--- src/rtl/hdbp_params.svh ---
// Constants for the host DMA buffer port: register map, field positions, reset values.
// How it works
// RQ1: Transmit enable bit gates transmit DMA requests.
// RQ2: Transmit: request, host acks, strobes, drives data.
// RQ3: Ready output; ready and end polarities configurable.
// RQ4: Written data goes via write FIFO to buffer.
// RQ5: Transmit burst drops request before last two cycles.
// RQ6: Burst holds 1, 4, 8 or 12 transfers.
// RQ7: End with last cycle sets status, stops requests.
// RQ8: End interrupt only when its enable is set.
// RQ9: Clearing transmit enable resets DMA, clears interrupt.
// RQ10: Clearing end interrupt enable clears status too.
// RQ11: Packet count plus start bit launches transmission.
// RQ12: Receive buffer empty reads 0 while packets wait.
// RQ13: Host reads receive header before programming DMA.
// RQ14: Receive enable bit gates receive DMA requests.
// RQ15: Receive: request, ack, read strobe, ready with data.
// RQ16: Read strobe end pops FIFO, advances read pointer.
// RQ17: Receive burst drops request two cycles early.
// RQ18: Host toggles receive enable between packets.
// RQ19: Writing zero to both enables resets DMA.
// RQ20: End takes effect after current cycle completes.
// RQ21: Under acknowledge, access goes to buffer port.
// RQ22: Burst codes 00/01/10/11 mean 1/4/8/12.
`ifndef HDBP_PARAMS_SVH
`define HDBP_PARAMS_SVH

// ----------------------------------------------------------------
// Register byte offsets
// ----------------------------------------------------------------
`define HDBP_OFS_DMA_ENABLE 8'h00
`define HDBP_OFS_DMA_BURST 8'h04
`define HDBP_OFS_TX_START 8'h08
`define HDBP_OFS_RX_STATUS 8'h0C
`define HDBP_OFS_RX_INT_EN 8'h10
`define HDBP_OFS_TX_MODE 8'h14
`define HDBP_OFS_RX_MODE 8'h18
`define HDBP_OFS_CONFIG 8'h1C

// ----------------------------------------------------------------
// Field positions
// ----------------------------------------------------------------
`define HDBP_BIT_TX_EN 0
`define HDBP_BIT_RX_EN 1
`define HDBP_BIT_TX_START 7
`define HDBP_BIT_END 5
`define HDBP_BIT_EXTEND 2
`define HDBP_BIT_RX_EMPTY 6
`define HDBP_BIT_EOP_POL 0
`define HDBP_BIT_RDY_POL 1

// ----------------------------------------------------------------
// Burst codes and lengths
// ----------------------------------------------------------------
`define HDBP_BL_CODE_1 2'h0
`define HDBP_BL_CODE_4 2'h1
`define HDBP_BL_CODE_8 2'h2
`define HDBP_BL_LEN_1 4'h1
`define HDBP_BL_LEN_4 4'h4
`define HDBP_BL_LEN_8 4'h8
`define HDBP_BL_LEN_12 4'hC
`define HDBP_EARLY_DROP 4'h2

// ----------------------------------------------------------------
// Reset values
// ----------------------------------------------------------------
`define HDBP_RST_EN 2'h0
`define HDBP_RST_BURST 2'h0
`define HDBP_RST_COUNT 7'h00
`define HDBP_RST_CFG 2'h0

`endif

--- src/rtl/hdbp_pkg.sv ---
// Types and the burst-length decode function shared by the host DMA buffer port modules.
`default_nettype none
package hdbp_pkg;
`include "hdbp_params.svh"

  typedef enum logic [1:0] {HDBP_IDLE, HDBP_BURST, HDBP_CLOSE} hdbp_seq_e;
  typedef logic [1:0] hdbp_blen_t;

  function automatic logic [3:0] hdbp_blen(input hdbp_blen_t code);
    logic [3:0] len;
    len = `HDBP_BL_LEN_12;
    if (code == `HDBP_BL_CODE_1) len = `HDBP_BL_LEN_1;
    else if (code == `HDBP_BL_CODE_4) len = `HDBP_BL_LEN_4;
    else if (code == `HDBP_BL_CODE_8) len = `HDBP_BL_LEN_8;
    return len;
  endfunction
endpackage
`default_nettype wire

--- src/rtl/hdbp_seq_if.sv ---
// Signals between the port logic and its burst sequencer.
`timescale 1ns/10ps
`default_nettype none
interface hdbp_seq_if;
  logic can_go;
  logic [1:0] burst_len;
  logic extend;
  logic xfer_done;
  logic flush;
  logic dma_ack;
  logic dreq;
  modport ctl(output can_go, burst_len, extend, xfer_done, flush, dma_ack, input dreq);
  modport seq(input can_go, burst_len, extend, xfer_done, flush, dma_ack, output dreq);
endinterface
`default_nettype wire

--- src/rtl/hdbp_top.sv ---
// Host DMA buffer port: DMA handshake, bus FIFOs, control registers on Wishbone.
`timescale 1ns/10ps
`default_nettype none
`include "hdbp_params.svh"
module hdbp_top
  import hdbp_pkg::*;
#(
  parameter int DW = 16,
  parameter int BAW = 16,
  parameter int FAW = 2
) (
  // Clock and reset
  input wire logic clock,
  input wire logic sys_rst,
  // Wishbone slave
  input wire logic wb_cyc_i,
  input wire logic wb_stb_i,
  input wire logic wb_we_i,
  input wire logic [7:0] wb_adr_i,
  input wire logic [3:0] wb_sel_i,
  input wire logic [31:0] wb_dat_i,
  output logic [31:0] wb_dat_o,
  output logic wb_ack_o,
  // Host DMA pins
  output logic dma_req,
  input wire logic dma_ack,
  input wire logic io_wr,
  input wire logic io_rd,
  input wire logic dma_end_status,
  output logic chan_ready,
  input wire logic [DW-1:0] host_data_in,
  output logic [DW-1:0] host_data_out,
  output logic host_data_oe,
  // Packet buffer memory
  output logic buf_wr_en,
  output logic [BAW-1:0] buf_wr_addr,
  output logic [DW-1:0] buf_wr_data,
  output logic buf_rd_en,
  output logic [BAW-1:0] buf_rd_addr,
  input wire logic [DW-1:0] buf_rd_data,
  // Controller side
  input wire logic rx_packet_waiting,
  output logic tx_start,
  output logic [6:0] transmit_packet_count,
  output logic dma_end_irq
);
  // ----------------------------------------------------------------
  // Register state
  // ----------------------------------------------------------------
  logic [1:0] dma_enable_reg;
  logic [1:0] dma_burst_reg;
  logic [6:0] tx_count_reg;
  logic tx_start_reg;
  logic dma_end_status_reg;
  logic dma_end_int_enable_reg;
  logic request_extend_reg;
  logic [1:0] config_reg;
  logic wb_ack_reg;
  logic [31:0] wb_dat_reg;

  // ----------------------------------------------------------------
  // DMA datapath state
  // ----------------------------------------------------------------
  logic wr_taken_reg;
  logic rd_loaded_reg;
  logic eop_seen_reg;
  logic [DW-1:0] host_data_reg;
  logic buf_wr_en_reg;
  logic [BAW-1:0] buf_wr_addr_reg;
  logic [DW-1:0] buf_wr_data_reg;
  logic buf_rd_en_reg;
  logic [BAW-1:0] buf_rd_addr_reg;

  // ----------------------------------------------------------------
  // Wishbone decode
  // ----------------------------------------------------------------
  wire wb_req = wb_cyc_i & wb_stb_i;
  wire wb_take = wb_req & ~wb_ack_reg;
  wire wb_wr = wb_take & wb_we_i & wb_sel_i[0];
  wire hit_en = wb_adr_i == `HDBP_OFS_DMA_ENABLE;
  wire hit_burst = wb_adr_i == `HDBP_OFS_DMA_BURST;
  wire hit_txs = wb_adr_i == `HDBP_OFS_TX_START;
  wire hit_stat = wb_adr_i == `HDBP_OFS_RX_STATUS;
  wire hit_ien = wb_adr_i == `HDBP_OFS_RX_INT_EN;
  wire hit_txm = wb_adr_i == `HDBP_OFS_TX_MODE;
  wire hit_rxm = wb_adr_i == `HDBP_OFS_RX_MODE;
  wire hit_cfg = wb_adr_i == `HDBP_OFS_CONFIG;
  wire [1:0] en_wdat = {wb_dat_i[`HDBP_BIT_RX_EN], wb_dat_i[`HDBP_BIT_TX_EN]};
  wire en_write = wb_wr & hit_en;

  // An enable falling, or both written as zero, restarts the DMA logic
  wire en_fall = |(dma_enable_reg & ~en_wdat);
  wire dma_reset = en_write & (en_fall | (en_wdat == `HDBP_RST_EN)); // [RQ9] [RQ19]
  wire ien_fall = wb_wr & hit_ien & dma_end_int_enable_reg & ~wb_dat_i[`HDBP_BIT_END];

  // ----------------------------------------------------------------
  // Direction and pin qualification
  // ----------------------------------------------------------------
  // Transmit wins if software sets both enables at once
  wire tx_sel = dma_enable_reg[`HDBP_BIT_TX_EN]; // [RQ1]
  wire rx_sel = dma_enable_reg[`HDBP_BIT_RX_EN] & ~tx_sel; // [RQ14]
  // Pin qualification ignores any register address while acknowledged
  wire wr_cycle = dma_ack & io_wr & tx_sel; // [RQ21] [RQ2]
  wire rd_cycle = dma_ack & io_rd & rx_sel; // [RQ21] [RQ15]
  wire eop_act = dma_end_status ^ config_reg[`HDBP_BIT_EOP_POL]; // [RQ3]

  // ----------------------------------------------------------------
  // FIFOs
  // ----------------------------------------------------------------
  logic wf_in_ready, wf_out_valid, rf_in_ready, rf_out_valid;
  logic [DW-1:0] wf_out_data, rf_out_data;
  wire wr_push = wr_cycle & ~wr_taken_reg & wf_in_ready; // [RQ4]
  wire rd_load = rd_cycle & ~rd_loaded_reg & rf_out_valid;
  wire rd_pop = rd_loaded_reg & ~io_rd; // [RQ16]
  wire xfer_done = wr_push | rd_pop;
  wire end_event = xfer_done & (eop_seen_reg | (dma_ack & eop_act)); // [RQ7] [RQ20]
  wire rd_issue = rx_sel & rx_packet_waiting & rf_in_ready & ~buf_rd_en_reg;

  hdbp_fifo #(.W(DW), .AW(FAW)) u_wr_fifo (
    .clock(clock),
    .sys_rst(sys_rst),
    .flush(1'b0),
    .in_valid(wr_push),
    .in_ready(wf_in_ready),
    .in_data(host_data_in),
    .out_valid(wf_out_valid),
    .out_ready(1'b1),
    .out_data(wf_out_data)
  );

  hdbp_fifo #(.W(DW), .AW(FAW)) u_rd_fifo (
    .clock(clock),
    .sys_rst(sys_rst),
    .flush(dma_reset),
    .in_valid(buf_rd_en_reg),
    .in_ready(rf_in_ready),
    .in_data(buf_rd_data),
    .out_valid(rf_out_valid),
    .out_ready(rd_pop),
    .out_data(rf_out_data)
  );

  // ----------------------------------------------------------------
  // Burst sequencer
  // ----------------------------------------------------------------
  hdbp_seq_if sq();
  wire src_ok = tx_sel ? wf_in_ready : (rx_sel & rf_out_valid);
  assign sq.can_go = src_ok & ~dma_end_status_reg; // [RQ1] [RQ7] [RQ14]
  assign sq.burst_len = dma_burst_reg; // [RQ6]
  assign sq.extend = request_extend_reg;
  assign sq.xfer_done = xfer_done;
  assign sq.flush = dma_reset; // [RQ9] [RQ19]
  assign sq.dma_ack = dma_ack;

  hdbp_burst_seq u_seq (
    .clock(clock),
    .sys_rst(sys_rst),
    .sq(sq.seq)
  );

  // ----------------------------------------------------------------
  // Outputs
  // ----------------------------------------------------------------
  wire rdy_act = tx_sel ? (wr_taken_reg & wr_cycle) : (rd_loaded_reg & rd_cycle);
  assign chan_ready = rdy_act ^ config_reg[`HDBP_BIT_RDY_POL]; // [RQ3] [RQ15]
  assign dma_req = sq.dreq; // [RQ2] [RQ15]
  assign host_data_out = host_data_reg;
  assign host_data_oe = rd_cycle;
  assign buf_wr_en = buf_wr_en_reg;
  assign buf_wr_addr = buf_wr_addr_reg;
  assign buf_wr_data = buf_wr_data_reg;
  assign buf_rd_en = buf_rd_en_reg;
  assign buf_rd_addr = buf_rd_addr_reg;
  assign tx_start = tx_start_reg;
  assign transmit_packet_count = tx_count_reg;
  assign dma_end_irq = dma_end_status_reg & dma_end_int_enable_reg; // [RQ8]
  assign wb_ack_o = wb_ack_reg;
  assign wb_dat_o = wb_dat_reg;

  // ----------------------------------------------------------------
  // Read mux
  // ----------------------------------------------------------------
  logic [31:0] rd_mux;
  always_comb begin
    rd_mux = '0;
    if (hit_en) begin
      rd_mux[`HDBP_BIT_TX_EN] = dma_enable_reg[`HDBP_BIT_TX_EN];
      rd_mux[`HDBP_BIT_RX_EN] = dma_enable_reg[`HDBP_BIT_RX_EN];
    end
    if (hit_burst) rd_mux[1:0] = dma_burst_reg;
    if (hit_txs) rd_mux[6:0] = tx_count_reg;
    if (hit_stat) rd_mux[`HDBP_BIT_END] = dma_end_status_reg;
    if (hit_ien) rd_mux[`HDBP_BIT_END] = dma_end_int_enable_reg;
    if (hit_txm) rd_mux[`HDBP_BIT_EXTEND] = request_extend_reg;
    if (hit_rxm) rd_mux[`HDBP_BIT_RX_EMPTY] = ~rx_packet_waiting; // [RQ12]
    if (hit_cfg) rd_mux[1:0] = config_reg;
  end

  // ----------------------------------------------------------------
  // Wishbone slave: one wait state, ack for one cycle
  // ----------------------------------------------------------------
  always_ff @(posedge clock or posedge sys_rst) begin
    if (sys_rst) begin
      wb_ack_reg <= 1'b0;
      wb_dat_reg <= '0;
    end else begin
      wb_ack_reg <= wb_take;
      if (wb_take) wb_dat_reg <= wb_we_i ? '0 : rd_mux;
    end
  end

  // ----------------------------------------------------------------
  // Control registers
  // ----------------------------------------------------------------
  always_ff @(posedge clock or posedge sys_rst) begin
    if (sys_rst) begin
      dma_enable_reg <= `HDBP_RST_EN;
      dma_burst_reg <= `HDBP_RST_BURST;
      tx_count_reg <= `HDBP_RST_COUNT;
      tx_start_reg <= 1'b0;
      dma_end_int_enable_reg <= 1'b0;
      request_extend_reg <= 1'b0;
      config_reg <= `HDBP_RST_CFG;
    end else begin
      if (en_write) dma_enable_reg <= en_wdat;
      if (wb_wr & hit_burst) dma_burst_reg <= wb_dat_i[1:0];
      if (wb_wr & hit_txs) tx_count_reg <= wb_dat_i[6:0]; // [RQ11]
      // Start is a self-clearing command pulse
      tx_start_reg <= wb_wr & hit_txs & wb_dat_i[`HDBP_BIT_TX_START]; // [RQ11]
      if (wb_wr & hit_ien) dma_end_int_enable_reg <= wb_dat_i[`HDBP_BIT_END];
      if (wb_wr & hit_txm) request_extend_reg <= wb_dat_i[`HDBP_BIT_EXTEND];
      if (wb_wr & hit_cfg) config_reg <= wb_dat_i[1:0];
    end
  end

  // ----------------------------------------------------------------
  // End-of-process tracking; an end status set in the clearing cycle survives
  // ----------------------------------------------------------------
  always_ff @(posedge clock or posedge sys_rst) begin
    if (sys_rst) begin
      dma_end_status_reg <= 1'b0;
      eop_seen_reg <= 1'b0;
    end else begin
      dma_end_status_reg <= end_event | (dma_end_status_reg & ~(dma_reset | ien_fall)); // [RQ7] [RQ9] [RQ10]
      // Held until the cycle in progress completes
      if (dma_reset | xfer_done) eop_seen_reg <= 1'b0; // [RQ20]
      else if (dma_ack & eop_act) eop_seen_reg <= 1'b1;
    end
  end

  // ----------------------------------------------------------------
  // Host cycle tracking and data return
  // ----------------------------------------------------------------
  always_ff @(posedge clock or posedge sys_rst) begin
    if (sys_rst) begin
      wr_taken_reg <= 1'b0;
      rd_loaded_reg <= 1'b0;
      host_data_reg <= '0;
    end else begin
      wr_taken_reg <= wr_cycle & (wr_taken_reg | wr_push); // [RQ4]
      if (rd_pop | dma_reset) rd_loaded_reg <= 1'b0; // [RQ16]
      else if (rd_load) rd_loaded_reg <= 1'b1;
      if (rd_load) host_data_reg <= rf_out_data; // [RQ15]
    end
  end

  // ----------------------------------------------------------------
  // Packet buffer side; pointers persist across DMA resets
  // ----------------------------------------------------------------
  always_ff @(posedge clock or posedge sys_rst) begin
    if (sys_rst) begin
      buf_wr_en_reg <= 1'b0;
      buf_wr_addr_reg <= '0;
      buf_wr_data_reg <= '0;
      buf_rd_en_reg <= 1'b0;
      buf_rd_addr_reg <= '0;
    end else begin
      buf_wr_en_reg <= wf_out_valid; // [RQ4]
      if (wf_out_valid) buf_wr_data_reg <= wf_out_data;
      if (buf_wr_en_reg) buf_wr_addr_reg <= buf_wr_addr_reg + 1'b1;
      // One read in flight keeps the FIFO from overrunning
      buf_rd_en_reg <= rd_issue; // [RQ16]
      if (buf_rd_en_reg) buf_rd_addr_reg <= buf_rd_addr_reg + 1'b1; // [RQ16]
    end
  end
endmodule // hdbp_top
`default_nettype wire

--- src/rtl/hdbp_fifo.sv ---
// Small synchronous FIFO with first-word fall-through head.
`timescale 1ns/10ps
`default_nettype none
module hdbp_fifo #(
  parameter int W = 16,
  parameter int AW = 2
) (
  // Clock and reset
  input wire logic clock,
  input wire logic sys_rst,
  input wire logic flush,
  // Fill side
  input wire logic in_valid,
  output logic in_ready,
  input wire logic [W-1:0] in_data,
  // Drain side
  output logic out_valid,
  input wire logic out_ready,
  output logic [W-1:0] out_data
);
  logic [W-1:0] mem [0:(1<<AW)-1];
  logic [AW:0] wp_reg;
  logic [AW:0] rp_reg;
  wire push = in_valid & in_ready;
  wire pop = out_valid & out_ready;
  wire [AW:0] full_gap = {1'b1, {AW{1'b0}}};

  assign in_ready = (wp_reg ^ rp_reg) != full_gap;
  assign out_valid = wp_reg != rp_reg;
  assign out_data = mem[rp_reg[AW-1:0]];

  always_ff @(posedge clock) begin
    if (push) mem[wp_reg[AW-1:0]] <= in_data;
  end

  always_ff @(posedge clock or posedge sys_rst) begin
    if (sys_rst) begin
      wp_reg <= '0;
      rp_reg <= '0;
    end else if (flush) begin
      wp_reg <= '0;
      rp_reg <= '0;
    end else begin
      if (push) wp_reg <= wp_reg + 1'b1;
      if (pop) rp_reg <= rp_reg + 1'b1;
    end
  end
endmodule // hdbp_fifo
`default_nettype wire

--- src/rtl/hdbp_burst_seq.sv ---
// Burst sequencer: counts transfers per burst and shapes the DMA request.
`timescale 1ns/10ps
`default_nettype none
`include "hdbp_params.svh"
module hdbp_burst_seq
  import hdbp_pkg::*;
(
  // Clock and reset
  input wire logic clock,
  input wire logic sys_rst,
  // Control from the port logic
  hdbp_seq_if.seq sq
);
  hdbp_seq_e state_reg, state_next;
  logic [3:0] count_reg, count_next;
  logic [3:0] count_inc;
  wire [3:0] blen = hdbp_blen(sq.burst_len); // [RQ6] [RQ22]
  // Without the extend bit the request falls while the last two cycles run
  wire [3:0] early = (blen >= `HDBP_EARLY_DROP) ? blen - `HDBP_EARLY_DROP : '0;
  wire [3:0] drop_at = sq.extend ? blen : early; // [RQ5] [RQ17]

  assign count_inc = count_reg + 1'b1;

  always_comb begin
    state_next = state_reg;
    count_next = count_reg;
    unique case (state_reg)
      HDBP_IDLE: begin
        if (sq.dma_ack) begin
          state_next = HDBP_BURST;
          count_next = sq.xfer_done ? 4'h1 : 4'h0;
        end
      end
      HDBP_BURST: begin
        if (sq.xfer_done) count_next = count_inc;
        if (count_next >= blen) state_next = HDBP_CLOSE;
        else if (!sq.dma_ack && !sq.xfer_done) state_next = HDBP_IDLE;
      end
      HDBP_CLOSE: begin
        // Hold off until the host lets go of the acknowledge
        if (!sq.dma_ack) state_next = HDBP_IDLE; // [RQ5] [RQ17]
      end
    endcase
  end

  always_comb begin
    sq.dreq = 1'b0;
    unique case (state_reg)
      HDBP_IDLE: sq.dreq = sq.can_go;
      HDBP_BURST: sq.dreq = sq.can_go & (count_reg < drop_at); // [RQ5] [RQ17]
      HDBP_CLOSE: sq.dreq = 1'b0;
    endcase
  end

  always_ff @(posedge clock or posedge sys_rst) begin
    if (sys_rst) begin
      state_reg <= HDBP_IDLE;
      count_reg <= '0;
    end else if (sq.flush) begin
      state_reg <= HDBP_IDLE;
      count_reg <= '0;
    end else begin
      state_reg <= state_next;
      count_reg <= count_next;
    end
  end
endmodule // hdbp_burst_seq
`default_nettype wire

--- config.mk ---
export PLATFORM = sky130hd
export DESIGN_NAME = hdbp_top
export DESIGN_NICKNAME = d
export VERILOG_FILES = /design/src/rtl/hdbp_pkg.sv /design/src/rtl/hdbp_seq_if.sv /design/src/rtl/hdbp_top.sv /design/src/rtl/hdbp_fifo.sv /design/src/rtl/hdbp_burst_seq.sv
export VERILOG_INCLUDE_DIRS = /design/src /design/src/rtl
export SDC_FILE = /design/constraint.sdc
export NUM_CORES = 1
export LEC_CHECK = 0
export BUFFER_PORTS_ARGS = -buffer_cell sky130_fd_sc_hd__buf_2
export CAP_MARGIN = 5
export CORE_MARGIN = 2
export CORE_UTILIZATION = 59
export CTS_BUF_LIST = sky130_fd_sc_hd__clkbuf_4 sky130_fd_sc_hd__clkbuf_8
export DETAILED_ROUTE_END_ITERATION = 16
export GPL_ROUTABILITY_DRIVEN = 0
export PLACE_DENSITY = 0.84
export SYNTH_ARGS = -nofsm -noshare
export SYNTH_HDL_FRONTEND = slang
export SYNTH_HIERARCHICAL = 1
export SYNTH_SLANG_ARGS = --single-unit
--- constraint.sdc ---
create_clock -name clock -period 6 [get_ports clock]
set_input_delay 0.3 -clock clock [delete_from_list [all_inputs] [get_ports clock]]
set_output_delay 0.3 -clock clock [all_outputs]
set_load 0.02 [all_outputs]
== Word level (Yosys, flattened, before mapping) ==
Memory sizes are Yosys's and may differ from the RTL's. A register that Yosys moved wholly into a read port is not among the register bits.
Index checks and enable logic that the tools add are counted.

* Bits in registers: 105
* Latch bits: 0
* Memory bits (writable): 128
* Memory bits (read-only): 0
* Bits of input ports: 86
* Output and inout port bits: 111
* Logic and storage cells: 174
* Memories: 2

{| class="wikitable"
|+ Memory list
! memory !! words !! bits a word !! read ports !! clocked after Yosys merged registers in !! write ports !! RTL line !! RTL
|-
| u_rd_fifo.mem || 4 || 16 || 1 || 1 || 1 || hdbp_fifo.sv:21 || <nowiki>logic [W-1:0] mem [0:(1<<AW)-1];</nowiki>
|-
| u_wr_fifo.mem || 4 || 16 || 1 || 1 || 1 || hdbp_fifo.sv:21 ||
|}

* $add $sub $neg: 8
* Multiply operators: 0
* Div/mod/pow operators: 0
* Magnitude comparators: 3
* Equality and inequality tests: 18
* Shift-type cells: 0
* Mux-type cells: 41
* Bitwise operators: 64
* Reduce and logical (&&, ||, !) cells: 15

{| class="wikitable"
|+ Operator list
! operator !! number
|-
| $and A1 B1 Y1 || 40
|-
| $add A16 B1 Y16 const B || 2
|-
| $eq A8 B5 Y1 const B || 4
|-
| $mux W4 || 8
|-
| $eq A8 B4 Y1 const B || 2
|-
| $mux W2 || 8
|-
| $mux W1 || 15
|-
| $mux W3 || 5
|-
| $mux W7 || 2
|-
| $add A3 B1 Y3 const B || 4
|-
| $ne A3 B3 Y1 const B || 4
|-
| $not A1 Y1 || 10
|-
| $eq A8 B3 Y1 const B || 1
|-
| $logic_not A8 Y1 || 1
|-
| $or A1 B1 Y1 || 8
|-
| $pmux W4 S2 || 1
|-
| $reduce_bool A2 Y1 || 4
|-
| $logic_not A2 Y1 || 3
|-
| $ne A3 B3 Y1 || 2
|-
| $pmux W2 S3 || 1
|-
| $xor A3 B3 Y3 || 2
|-
| $add A4 B1 Y4 const B || 1
|-
| $eq A2 B1 Y1 const B || 2
|-
| $eq A2 B2 Y1 const B || 2
|-
| 15 further kinds || 17
|}

== Logic depth before layout (Yosys ltp) ==
Gate-level depths: netlist of run 1.

* Depth after elaboration: 11
* Gate-level depth with buffers: 15
* Mapped depth without buffers: 13

== Modules after synthesis ==
The synthesis of run 1 kept the hierarchy.

{| class="wikitable"
|+ By module, submodules not included
! module !! instances !! cells an instance !! area an instance (um^2) !! seq. area each (um^2)
|-
| hdbp_top || 1 || 351 || 4291.6 || 2352.3
|-
| hdbp_fifo at u_wr_fifo || 1 || 147 || 2849.0 || 2072.0
|-
| hdbp_fifo at u_rd_fifo || 1 || 147 || 2847.7 || 2072.0
|-
| hdbp_burst_seq || 1 || 79 || 660.6 || 150.1
|}

== Least setup slack after synthesis of run 1 ==
Ideal clock, no wire load.

* Kind: register to register
* Start point: register u_wr_fifo.wp_reg[0]
* End point: register u_seq.state_reg[0]
* Library setup time: 0.132 ns
* Data arrival time: 3.141 ns
* Data required time: 5.868 ns
* Path slack: 2.727 ns
* Stages on the path, launching flop included: 15
* Path buffers: 1
* Period minus slack after synthesis: 3.273 ns
* Cell sequence: dfrtp_1 > xor2_1 > nor2_1 > nand2_1 > nor3b_1 > nor2_1 > inv_1 > buf_6 > nand4_1 > xnor2_1 > ha_1 > a211o_1 > nor4b_4 > nor3_1 > or3b_1

* Cells in the longest elaborated chain, start to end: 10
* Elaborated cells on any way between the ends: 14
* Those cells by class: 1 x order compare; 2 x eq/ne; 5 x mux; 3 x bitwise; 3 x reduce/logical

{| class="wikitable"
|+ RTL lines
! item !! RTL line !! RTL
|-
| start: declaration || hdbp_fifo.sv:22 || <nowiki>logic [AW:0] wp_reg;</nowiki>
|-
| start signal: assignment || hdbp_fifo.sv:44 || <nowiki>if (push) wp_reg <= wp_reg + 1'b1;</nowiki>
|-
| $xor A3 B3 Y3 * || hdbp_fifo.sv:28 || <nowiki>assign in_ready = (wp_reg ^ rp_reg) != full_gap;</nowiki>
|-
| $ne A3 B3 Y1 * || hdbp_fifo.sv:28 ||
|-
| named net wf_in_ready || hdbp_top.sv:110 || <nowiki>logic wf_in_ready, wf_out_valid, rf_in_ready, rf_out_valid;</nowiki>
|-
| $and A1 B1 Y1 * || hdbp_top.sv:112 || <nowiki>wire wr_push = wr_cycle & ~wr_taken_reg & wf_in_ready;</nowiki>
|-
| named net wr_push || hdbp_top.sv:112 ||
|-
| $or A1 B1 Y1 * || hdbp_top.sv:115 || <nowiki>wire xfer_done = wr_push | rd_pop;</nowiki>
|-
| named net sq.xfer_done || hdbp_seq_if.sv:8 || <nowiki>logic xfer_done;</nowiki>
|-
| $mux W4 || hdbp_burst_seq.sv:35 || <nowiki>if (sq.xfer_done) count_next = count_inc;</nowiki>
|-
| $mux W4 || hdbp_burst_seq.sv:27 || <nowiki>unique case (state_reg)</nowiki>
|-
| $ge A4 B4 Y1 || hdbp_burst_seq.sv:36 || <nowiki>if (count_next >= blen) state_next = HDBP_CLOSE;</nowiki>
|-
| $mux W2 || hdbp_burst_seq.sv:36 ||
|-
| $pmux W2 S3 || hdbp_burst_seq.sv:27 ||
|-
| $mux W2 || hdbp_burst_seq.sv:59 || <nowiki>end else if (sq.flush) begin</nowiki>
|-
| end signal: assignment || hdbp_burst_seq.sv:63 || <nowiki>state_reg <= state_next;</nowiki>
|-
| end: declaration || hdbp_burst_seq.sv:14 || <nowiki>hdbp_seq_e state_reg, state_next;</nowiki>
|}

The timed path passes the listed nets; every way through them passes the cells marked *. The select of a mux whose other input is x is not followed.
A chain may end at the register's enable or synchronous reset.

== Worst setup path in the final report of run 1 ==
* Start point: register u_wr_fifo.rp_reg[0]
* End point: register u_seq.state_reg[0]

* Cells in the longest elaborated chain, start to end: 10
* Elaborated cells on any way between the ends: 14
* Those cells by class: 1 x order compare; 2 x eq/ne; 5 x mux; 3 x bitwise; 3 x reduce/logical

{| class="wikitable"
|+ RTL lines
! item !! RTL line !! RTL
|-
| start: declaration || hdbp_fifo.sv:23 || <nowiki>logic [AW:0] rp_reg;</nowiki>
|-
| start signal: assignment || hdbp_fifo.sv:45 || <nowiki>if (pop) rp_reg <= rp_reg + 1'b1;</nowiki>
|-
| $xor A3 B3 Y3 * || hdbp_fifo.sv:28 ||
|-
| $ne A3 B3 Y1 * || hdbp_fifo.sv:28 ||
|-
| named net wf_in_ready || hdbp_top.sv:110 ||
|-
| $and A1 B1 Y1 * || hdbp_top.sv:112 ||
|-
| named net wr_push || hdbp_top.sv:112 ||
|-
| $or A1 B1 Y1 * || hdbp_top.sv:115 ||
|-
| named net sq.xfer_done || hdbp_seq_if.sv:8 ||
|-
| $mux W4 || hdbp_burst_seq.sv:35 ||
|-
| $mux W4 || hdbp_burst_seq.sv:27 ||
|-
| $ge A4 B4 Y1 || hdbp_burst_seq.sv:36 ||
|-
| $mux W2 || hdbp_burst_seq.sv:36 ||
|-
| $pmux W2 S3 || hdbp_burst_seq.sv:27 ||
|-
| $mux W2 || hdbp_burst_seq.sv:59 ||
|}

Marked as above.

==> results.json, run 1 <==
{
  "outcome": "completed",
  "final_area_um2": 12700,
  "synth_top_area_share_pct": 36.1,
  "port_buffers": 144,
  "grt_pass1_vias": 6879,
  "intPower_mw": 2.89,
  "hold_viol_final": 0,
  "rsz0062_at_grt": "no",
  "finalWorstSetupSlack_ns": 1.92,
  "min_period_ns": 4.08,
  "place_ws_ns": 1.96,
  "slew_headroom_pct": 32.6,
  "critPathRequiredTime_ns": 6.39,
  "synth_area_um2": 10600,
  "drive_gt1_share_pct": 32.6,
  "critical_path.max_fanout": 21,
  "layout.nets": 1050,
  "synth-main-ff-cell": "edfxtp_1",
  "vias": 6781,
  "cts_tree": "yes",
  "max_stage_delay_ns": 0.56,
  "crit_top_cell": "nor2_1",
  "antenna_found_initial": 0,
  "pwr_density_cell_nw_per_um2": 310,
  "initial_core_util_pct": 59.7,
  "layout_commonest_cell": "buf_2",
  "fp.dieW_um": 138,
  "max_freq_mhz": 245,
  "ant_nets": 0,
  "tightestPinTransition_ns": 1.01,
  "hp-class": "primary input to flop",
  "synth_area_per_cell_um2": 14.7,
  "ys_seq_area_share_pct": 62.4,
  "core_um2": 17800,
  "die_h_um": 138,
  "worstSetupPathType": "flop to flop",
  "swShare_pct": 26.5,
  "endpoint_kind": "flop",
  "path_cells": "buf_4 > xor2_1 > nor2_1 > nand2_1 > nor3b_1 > nor2_1 > inv_1 > nand4_1 > xnor2_1 > ha_1 > a211o_1 > nor4b_4 > nor3_1 > or3b_1",
  "avgViaCountPerCell": 5.65,
  "p_seq_share_pct": 48.4,
  "cts-root-buf": "clkbuf_8",
  "finalClockSkew_ns": 0.0101,
  "slew_violations": 0,
  "drc": 0,
  "vdd_drop_max_mv": 0.276,
  "yosysWarnings": 6,
  "die_area_um2": 19100,
  "antenna_cells": 0,
  "pwr-share-comb_pct": 15.0,
  "post-cts-setup-buffer-count": 0,
  "clock_path_buffers": 3,
  "firstDrtPassIters": 5,
  "area_growth_pct": 19.1,
  "track_usage_pct": 22.9,
  "fin_crit_sh_pct": 68.0,
  "cp.arrival_ns": 4.46,
  "cts_made_buffers": 39,
  "async_flop_share_pct": 46.7,
  "grt-ovfl-total": 0,
  "synth-seq-cells": 240,
  "grt_max_degree": 67,
  "crit_slowest_cell": "nor3b_1",
  "ys_types": 65,
  "ys_top_cells_by_area": "edfxtp_1 36%, dfrtp_1 26%, mux4_2 6.8%",
  "startpoint_type": "flop",
  "drt_iter0_drc": 381,
  "wl_um": 21500,
  "p_leak_nw": 5.40,
  "clk_latency_ns": 0.51,
  "rows": 49,
  "cts.clk_slew.worst_paths_ns": 0.06,
  "syn_inst": 724,
  "htreeDepth": 2,
  "fillers": 1148,
  "p_sw_mw": 1.04,
  "clock_power_share_pct": 36.6,
  "dpl.hpwl_um": 14000,
  "tns_ns": 0,
  "postPlaceCellArea_um2": 11500,
  "grt_pass1_wl_um": 35100,
  "maxCapViolations": 0,
  "io_pins": 197,
  "layout_common_cells": "144 x buf_2, 128 x edfxtp_1, 112 x dfrtp_1, 50 x mux2_2, 40 x clkbuf_8",
  "synth_top_cell_by_area": "edfxtp_1",
  "synth-edff-count": 128,
  "setup_viol": 0,
  "cts_sinks": 240,
  "wl_per_cell_um": 17.9
}
-- routing by layer --
| layer | vias up | track usage (%) | routed length, um |
|---|---|---|---|
| met5 | - | 0 | 0 |
| met4 | 0 | 6.98 | 460 |
| met3 | 46 | 4.19 | 1490 |
| met2 | 268 | 39.6 | 10900 |
| met1 | 3354 | 29.9 | 8600 |
| li1 | 3113 | - | - |
-- worst max-delay path, delay by kind of cell, from the launching register on --
family,cells,cell delay (ns)
AND/OR/NAND/NOR,8,1.89
adder cells (fa/ha/maj),1,0.22
AO/OA/AOI/OAI,1,0.31
flip-flops,1,0.33
buffers and inverters,2,0.63
XOR/XNOR,2,0.56
-- per-stage QoR --
step / utilization (%) / power [mW] / cells / hold WS [ns]
after floorplan: - / 2.33 / 760 / 0.0910
after global placement: 64.7 / 2.49 / 1095 / 0.286
after detailed placement: 64.7 / 2.50 / 1095 / 0.287
after CTS: 71.1 / 3.97 / 1200 / 0.00328
after global routing: 71.1 / 4.10 / 1200 / 0.0168
final: 71.1 / 3.93 / 1200 / 0.0319
-- layout make-up --
class,count,area [um^2],area share (%)
Inverter,26,100,0.789
Tap cell,229,287,2.26
Sequential cell,240,6650,52.4
Timing Repair Buffer,186,1120,8.86
Clock buffer,57,678,5.35
Clock inverter,13,116,0.917
Multi-Input combinational cell,449,3730,29.4
-- power by group through the flow --
stage                     Clock, mW  Sequential [mW]  Combinational, mW
final                          1.44             1.91              0.590
after global routing           1.54             1.92              0.643
after CTS                      1.47             1.90              0.593
after detailed placement          0             1.93              0.571
after global placement            0             1.93              0.560
after floorplan                   0             2.02              0.311
-- synthesized netlist by cell type (10+ instances only) --
cell	number
mux4_2	32
o21ai_0	12
nand2_1	36
nor3_1	13
mux2_2	50
buf_4	28
xor2_1	20
nand4_1	19
and2_1	10
dfrtp_1	112
nor2_1	28
edfxtp_1	128
nor2b_1	13
a21oi_1	10
xnor2_1	25
inv_1	25
nand3_1	26
ha_1	22
-- final timing paths --
path | start | end | slack [ns] | cells past startpoint
setup / recovery | u_wr_fifo/rp_reg[0] | u_seq/state_reg[0] | 1.92 | 14
hold / removal | wb_dat_i[3] | transmit_packet_count[3] | 0.03 | 2
setup reg to reg | u_wr_fifo/rp_reg[0] | u_seq/state_reg[0] | 1.92 | 14
hold reg to reg | buf_wr_addr[15] | buf_wr_addr[15] | 0.46 | 1
max in group asynchronous | sys_rst | host_data_out[15] | 4.43 | 4
min in group asynchronous | sys_rst | u_seq/count_reg[1] | 0.30 | 3
-- cells by family after synthesis --
group	after synthesis	share of synthesized area, %
compound gates	70	4.81
xor+xnor	47	4.01
fa+ha+maj	22	2.58
buf+inv	71	3.78
flops	240	62.4
mux	84	12.2
other cells	2	0.0705
simple gates	188	10.1
-- what timing repair did --
item | 4_1_cts | 5_1_grt
hold endpoints to repair | 176 | 0
hold buffers | 35 | 0
resized for setup | 0 | 0
Power figures use the tool's default switching activity.
==> inputs of run 2 (changes only) <==
--- a/config.mk
+++ b/config.mk
@@ -9,11 +9,11 @@
 export BUFFER_PORTS_ARGS = -buffer_cell sky130_fd_sc_hd__buf_2
 export CAP_MARGIN = 5
 export CORE_MARGIN = 2
-export CORE_UTILIZATION = 59
+export CORE_UTILIZATION = 58
 export CTS_BUF_LIST = sky130_fd_sc_hd__clkbuf_4 sky130_fd_sc_hd__clkbuf_8
 export DETAILED_ROUTE_END_ITERATION = 16
 export GPL_ROUTABILITY_DRIVEN = 0
-export PLACE_DENSITY = 0.84
+export PLACE_DENSITY = 0.83
 export SYNTH_ARGS = -nofsm -noshare
 export SYNTH_HDL_FRONTEND = slang
 export SYNTH_HIERARCHICAL = 1
==> constraint.sdc (replaced) <==
create_clock -name clock -period 3.9 [get_ports clock]
set_input_delay 0.195 -clock clock [delete_from_list [all_inputs] [get_ports clock]]
set_output_delay 0.195 -clock clock [all_outputs]
set_load 0.02 [all_outputs]
==> run 2 against run 1 <==
Compared with the run above: via count fell by 0.46%; combinational power rose by 57%; clock power increased by 50%; wire length is 1.6% higher; sequential share of layout area decreased by 0.46 points; final area increased by 0.88%; sequential power grew 53%; register-to-register slack got worse by 1.4 ns; utilization increased by 0.13 points; hold slack worse by 0.0082 ns.
==> results.json, run 2 (synthesis gave the netlist of run 1 again) <==
{
  "antenna_cells": 0,
  "min_period_ns": 3.42,
  "endpoint_kind": "flop",
  "slew_headroom_pct": 34.6,
  "cts_resized": 0,
  "setup_viol": 0,
  "rows": 49,
  "track_usage_pct": 23.0,
  "outcome": "completed",
  "ant_nets": 0,
  "layout.nets": 1064,
  "post-cts-setup-buffer-count": 0,
  "hold_viol_final": 0,
  "rsz0062_at_grt": "no",
  "die_h_um": 140,
  "drt_iter0_drc": 338,
  "critPathRequiredTime_ns": 4.28,
  "drc": 0,
  "clk_latency_ns": 0.52,
  "rrSetupSlack_ns": 0.48,
  "pwr_density_cell_nw_per_um2": 470,
  "initial_core_util_pct": 59.3,
  "cts_sinks": 240,
  "tns_ns": 0,
  "p_leak_nw": 5.44,
  "vdd_drop_max_mv": 0.445,
  "firstDrtPassIters": 4,
  "cp.arrival_ns": 3.80,
  "dpl.hpwl_um": 14200,
  "clock_path_buffers": 3,
  "grt-ovfl-total": 0,
  "maxCapViolations": 0,
  "area_growth_pct": 20.2,
  "wl_um": 21800,
  "die_area_um2": 19500,
  "cts_made_buffers": 40,
  "grt_max_degree": 74,
  "critical_path.max_fanout": 10,
  "io_pins": 197,
  "startpoint_type": "flop",
  "drive_gt1_share_pct": 32.0,
  "grt_pass1_wl_um": 35700,
  "antenna_found_initial": 0,
  "finalWorstSetupSlack_ns": 0.480,
  "core_um2": 18000,
  "finalClockSkew_ns": 0.0278,
  "layout_common_cells": "144 x buf_2, 128 x edfxtp_1, 112 x dfrtp_1, 50 x mux2_2, 45 x dlygate4sd3_1",
  "place_ws_ns": 0.505,
  "wl_per_cell_um": 18.0,
  "max_freq_mhz": 292,
  "avgViaCountPerCell": 5.57,
  "cts.clk_slew.worst_paths_ns": 0.06,
  "cts_hold_buf": 45,
  "slew_violations": 0,
  "layout_commonest_cell": "buf_2",
  "fin_crit_sh_pct": 87.7,
  "cts-root-buf": "clkbuf_8",
  "tightestPinTransition_ns": 0.982,
  "worstSetupPathType": "flop to flop",
  "htreeDepth": 2,
  "hp-class": "primary input to flop",
  "grt_pass1_vias": 7078,
  "fillers": 1156,
  "vias": 6750,
  "fp.dieW_um": 140,
  "cts_tree": "yes",
  "port_buffers": 144
}
## run 2: cell count changes in the layout (fill, tap and decap cells not counted), sizes merged
cell,change
clkinv,+2
dlygate4sd3,+10
inv,+1
clkinvlp,-1
bufinv,-1
buf,+3
clkbuf,-2
## run 2: critical path: stages (launching register included)
cell and delay (ns):
dfrtp_1 0.51, xor2_1 0.29, nor2_1 0.11, nand2_1 0.11, nor3b_1 0.29, nor2_1 0.13, inv_1 0.26, nand4_1 0.16
xnor2_1 0.17, ha_1 0.22, a211o_1 0.30, nor4b_4 0.28, nor3_1 0.11, or3b_1 0.36
## run 2: through the flow
step	utilization, %	hold slack, ns	area (um^2)	power [mW]	instances
floorplan	-	-0.0140	10800	3.58	760
global placement	64.4	0.189	11600	3.83	1098
detailed placement	64.4	0.192	11600	3.86	1098
CTS	71.2	0.00287	12800	6.06	1212
global route	71.2	0.0402	12800	6.29	1212
finish	71.2	0.0237	12800	6.02	1212
## run 2: layer usage
| metal | wire (um) | share of wire, % | track usage (%) |
|---|---|---|---|
| met1 | 8930 | 41 | 29.5 |
| met2 | 11100 | 51 | 39.4 |
| met3 | 1250 | 5.7 | 5.02 |
| met4 | 572 | 2.6 | 7.55 |
| met5 | 0 | 0 | 0 |
## run 2: report_power, final
part	leakage (nW)	internal (mW)	total, mW	switching (mW)
combinational	2.39	0.392	0.929	0.537
clock	0.414	1.21	2.16	0.949
sequential	2.64	2.81	2.93	0.117
## run 2: path summary, 6_finish.rpt
path,from,endpoint,cells after the start
max,u_wr_fifo/wp_reg[1],u_seq/state_reg[0],13
min,wb_adr_i[5],wb_dat_o[6],4
max reg2reg,u_wr_fifo/wp_reg[1],u_seq/state_reg[0],13
min reg2reg,wb_dat_o[3],wb_dat_o[3],2
max in group asynchronous,sys_rst,wb_dat_o[3],4
min in group asynchronous,sys_rst,u_rd_fifo/rp_reg[1],3
## run 2: area by class of cell
class | count | area (um^2) | share of cell area (%)
clock inverters | 14 | 95.1 | 0.743
multi-input cells | 449 | 3730 | 29.2
repair buffers | 199 | 1250 | 9.74
well taps | 229 | 287 | 2.24
flip-flops and latches | 240 | 6650 | 51.9
clock buffers | 55 | 688 | 5.38
inverters | 26 | 100 | 0.782
==> inputs of run 3 (changes only) <==
--- a/config.mk
+++ b/config.mk
@@ -14,6 +14,7 @@
 export DETAILED_ROUTE_END_ITERATION = 16
 export GPL_ROUTABILITY_DRIVEN = 0
 export PLACE_DENSITY = 0.83
+export RECOVER_POWER = 50
 export SYNTH_ARGS = -nofsm -noshare
 export SYNTH_HDL_FRONTEND = slang
 export SYNTH_HIERARCHICAL = 1
==> run 3 against run 2 <==
Compared with the run above: the flow now finishes with violations (max-capacitance violations, max-slew violations); register-to-register slack is essentially flat; count of clock-buffer cells in the layout did not move; combinational power decreased by 3.2%; final cell count stayed put; final area shrank 0.87%.
==> results.json, run 3 (synthesis gave the netlist of run 1 again) <==
{
  "fp.dieW_um": 140,
  "cp.arrival_ns": 3.80,
  "p_leak_nw": 5.14,
  "ant_nets": 0,
  "slew_headroom_pct": -101,
  "io_pins": 197,
  "swShare_pct": 26.8,
  "rsz0062_at_grt": "no",
  "vias": 6764,
  "vdd_drop_max_mv": 0.445,
  "grt-ovfl-total": 0,
  "drive_gt1_share_pct": 23.0,
  "die_h_um": 140,
  "grt_pass1_wl_um": 35700,
  "avgViaCountPerCell": 5.58,
  "holdPathEnd": "wb_dat_o[6]",
  "multi_input_area_um2": 3730,
  "hold_ws_ns": 0.0260,
  "rows": 49,
  "layout.nets": 1064,
  "totalPowerFinal_mw": 5.99,
  "outcome": "finished, violations left",
  "finalWorstSetupSlack_ns": 0.477,
  "place_inst": 1098,
  "critPathRequiredTime_ns": 4.28,
  "area_growth_pct": 19.1,
  "wl_per_cell_um": 18.1,
  "crit_path_start": "u_wr_fifo/wp_reg[1]",
  "clock_path_buffers": 3,
  "track_usage_pct": 23.0,
  "antenna_cells": 0,
  "post-cts-setup-buffer-count": 0,
  "seqCellArea_um2": 6650,
  "fillers": 1213,
  "layout_commonest_cell": "edfxtp_1",
  "pwr_density_cell_nw_per_um2": 472,
  "htreeDepth": 2,
  "cts_hold_buf": 45,
  "wl_um": 21900,
  "cts-root-buf": "clkbuf_8",
  "antenna_found_initial": 0,
  "final_cell_count_no_fill": 1212,
  "intPower_mw": 4.38,
  "startpoint_type": "flop",
  "violations": "max-capacitance violations, max-slew violations",
  "place_ws_ns": 0.505,
  "cts_resized": 0,
  "dpl.hpwl_um": 14200,
  "fin_crit_sh_pct": 87.8,
  "core_um2": 18000,
  "min_path_cells": 4,
  "min_from": "wb_adr_i[5]",
  "port_buffers": 144,
  "cts_made_buffers": 40,
  "tightestPinTransition_ns": 3.01,
  "rrSetupSlack_ns": 0.48,
  "cts_tree": "yes",
  "timing.rr.start": "u_wr_fifo/wp_reg[1]",
  "tns_ns": 0,
  "setup_viol": 0,
  "drc": 0,
  "slew_violations": 74,
  "clock_power_share_pct": 36.0,
  "cts.clk_slew.worst_paths_ns": 0.06,
  "finalClockSkew_ns": 0.0281,
  "clk_latency_ns": 0.52,
  "grt_pass1_vias": 7078,
  "endpoint_kind": "flop",
  "maxCapViolations": 1,
  "initial_core_util_pct": 59.3,
  "pwr-share-comb_pct": 15.0,
  "grt_max_degree": 74,
  "drt_iter0_drc": 363,
  "r2r_cells": 13,
  "die_area_um2": 19500,
  "max_freq_mhz": 292,
  "cts_sinks": 240,
  "r2r-end": "u_seq/state_reg[0]",
  "hp-class": "primary input to flop",
  "worstSetupPathType": "flop to flop",
  "hold_viol_final": 0,
  "min_period_ns": 3.42,
  "p_seq_share_pct": 49.0,
  "firstDrtPassIters": 6,
  "layout_common_cells": "128 x edfxtp_1, 112 x dfrtp_1, 87 x clkbuf_1, 57 x buf_2, 50 x mux2_2",
  "critical_path.max_fanout": 10,
  "p_sw_mw": 1.61
}
-- run 3: power groups by stage --
stage	clock network, mW	registers (mW)	logic [mW]
after floorplan	0	3.10	0.479
after global placement	0	2.97	0.863
after detailed placement	0	2.97	0.893
after CTS	2.20	2.93	0.932
after global routing	2.33	2.95	0.979
final	2.16	2.93	0.899
-- run 3: worst max-delay path by stage --
stage / end / slack [ns]
6_report: u_seq/state_reg[0] / 0.48
5_1_grt: u_seq/state_reg[0] / 0.14
3_3_place_gp: u_seq/state_reg[0] / 0.61
3_5_place_dp: u_seq/state_reg[0] / 0.51
2_1_floorplan: u_seq/state_reg[0] / 0.63
4_1_cts: u_seq/state_reg[0] / 0.48
-- run 3: stage by stage --
stage,utilization (%),instance area [um^2]
after floorplan,-,10800
after global placement,64.4,11600
after detailed placement,64.4,11600
after CTS,71.2,12800
after global routing,70.6,12700
final,70.6,12700
-- run 3: cell type report --
cell class | count | area share, %
Sequential cell | 240 | 52.4
Multi-Input combinational cell | 449 | 29.4
Timing Repair Buffer | 199 | 8.97
Clock buffer | 55 | 5.42
Tap cell | 229 | 2.26
Inverter | 26 | 0.769
Clock inverter | 14 | 0.750
-- run 3: per-layer routing --
| metal | part of all wire, % | track usage, % | wire, um | vias up |
|---|---|---|---|---|
| met5 | 0 | 0 | 0 | - |
| met4 | 2.3 | 7.55 | 495 | 0 |
| met3 | 5.9 | 5.02 | 1300 | 44 |
| met2 | 51 | 39.4 | 11100 | 213 |
| met1 | 41 | 29.5 | 9040 | 3369 |
| li1 | - | - | - | 3138 |
-- run 3: critical path: stages, from the launching register on --
cell	delay (ns)
dfrtp_1	0.52
xor2_1	0.29
nor2_1	0.11
nand2_1	0.11
nor3b_1	0.28
nor2_1	0.13
inv_1	0.26
nand4_1	0.16
xnor2_1	0.17
ha_1	0.22
a211o_1	0.30
nor4b_4	0.28
nor3_1	0.11
or3b_1	0.36
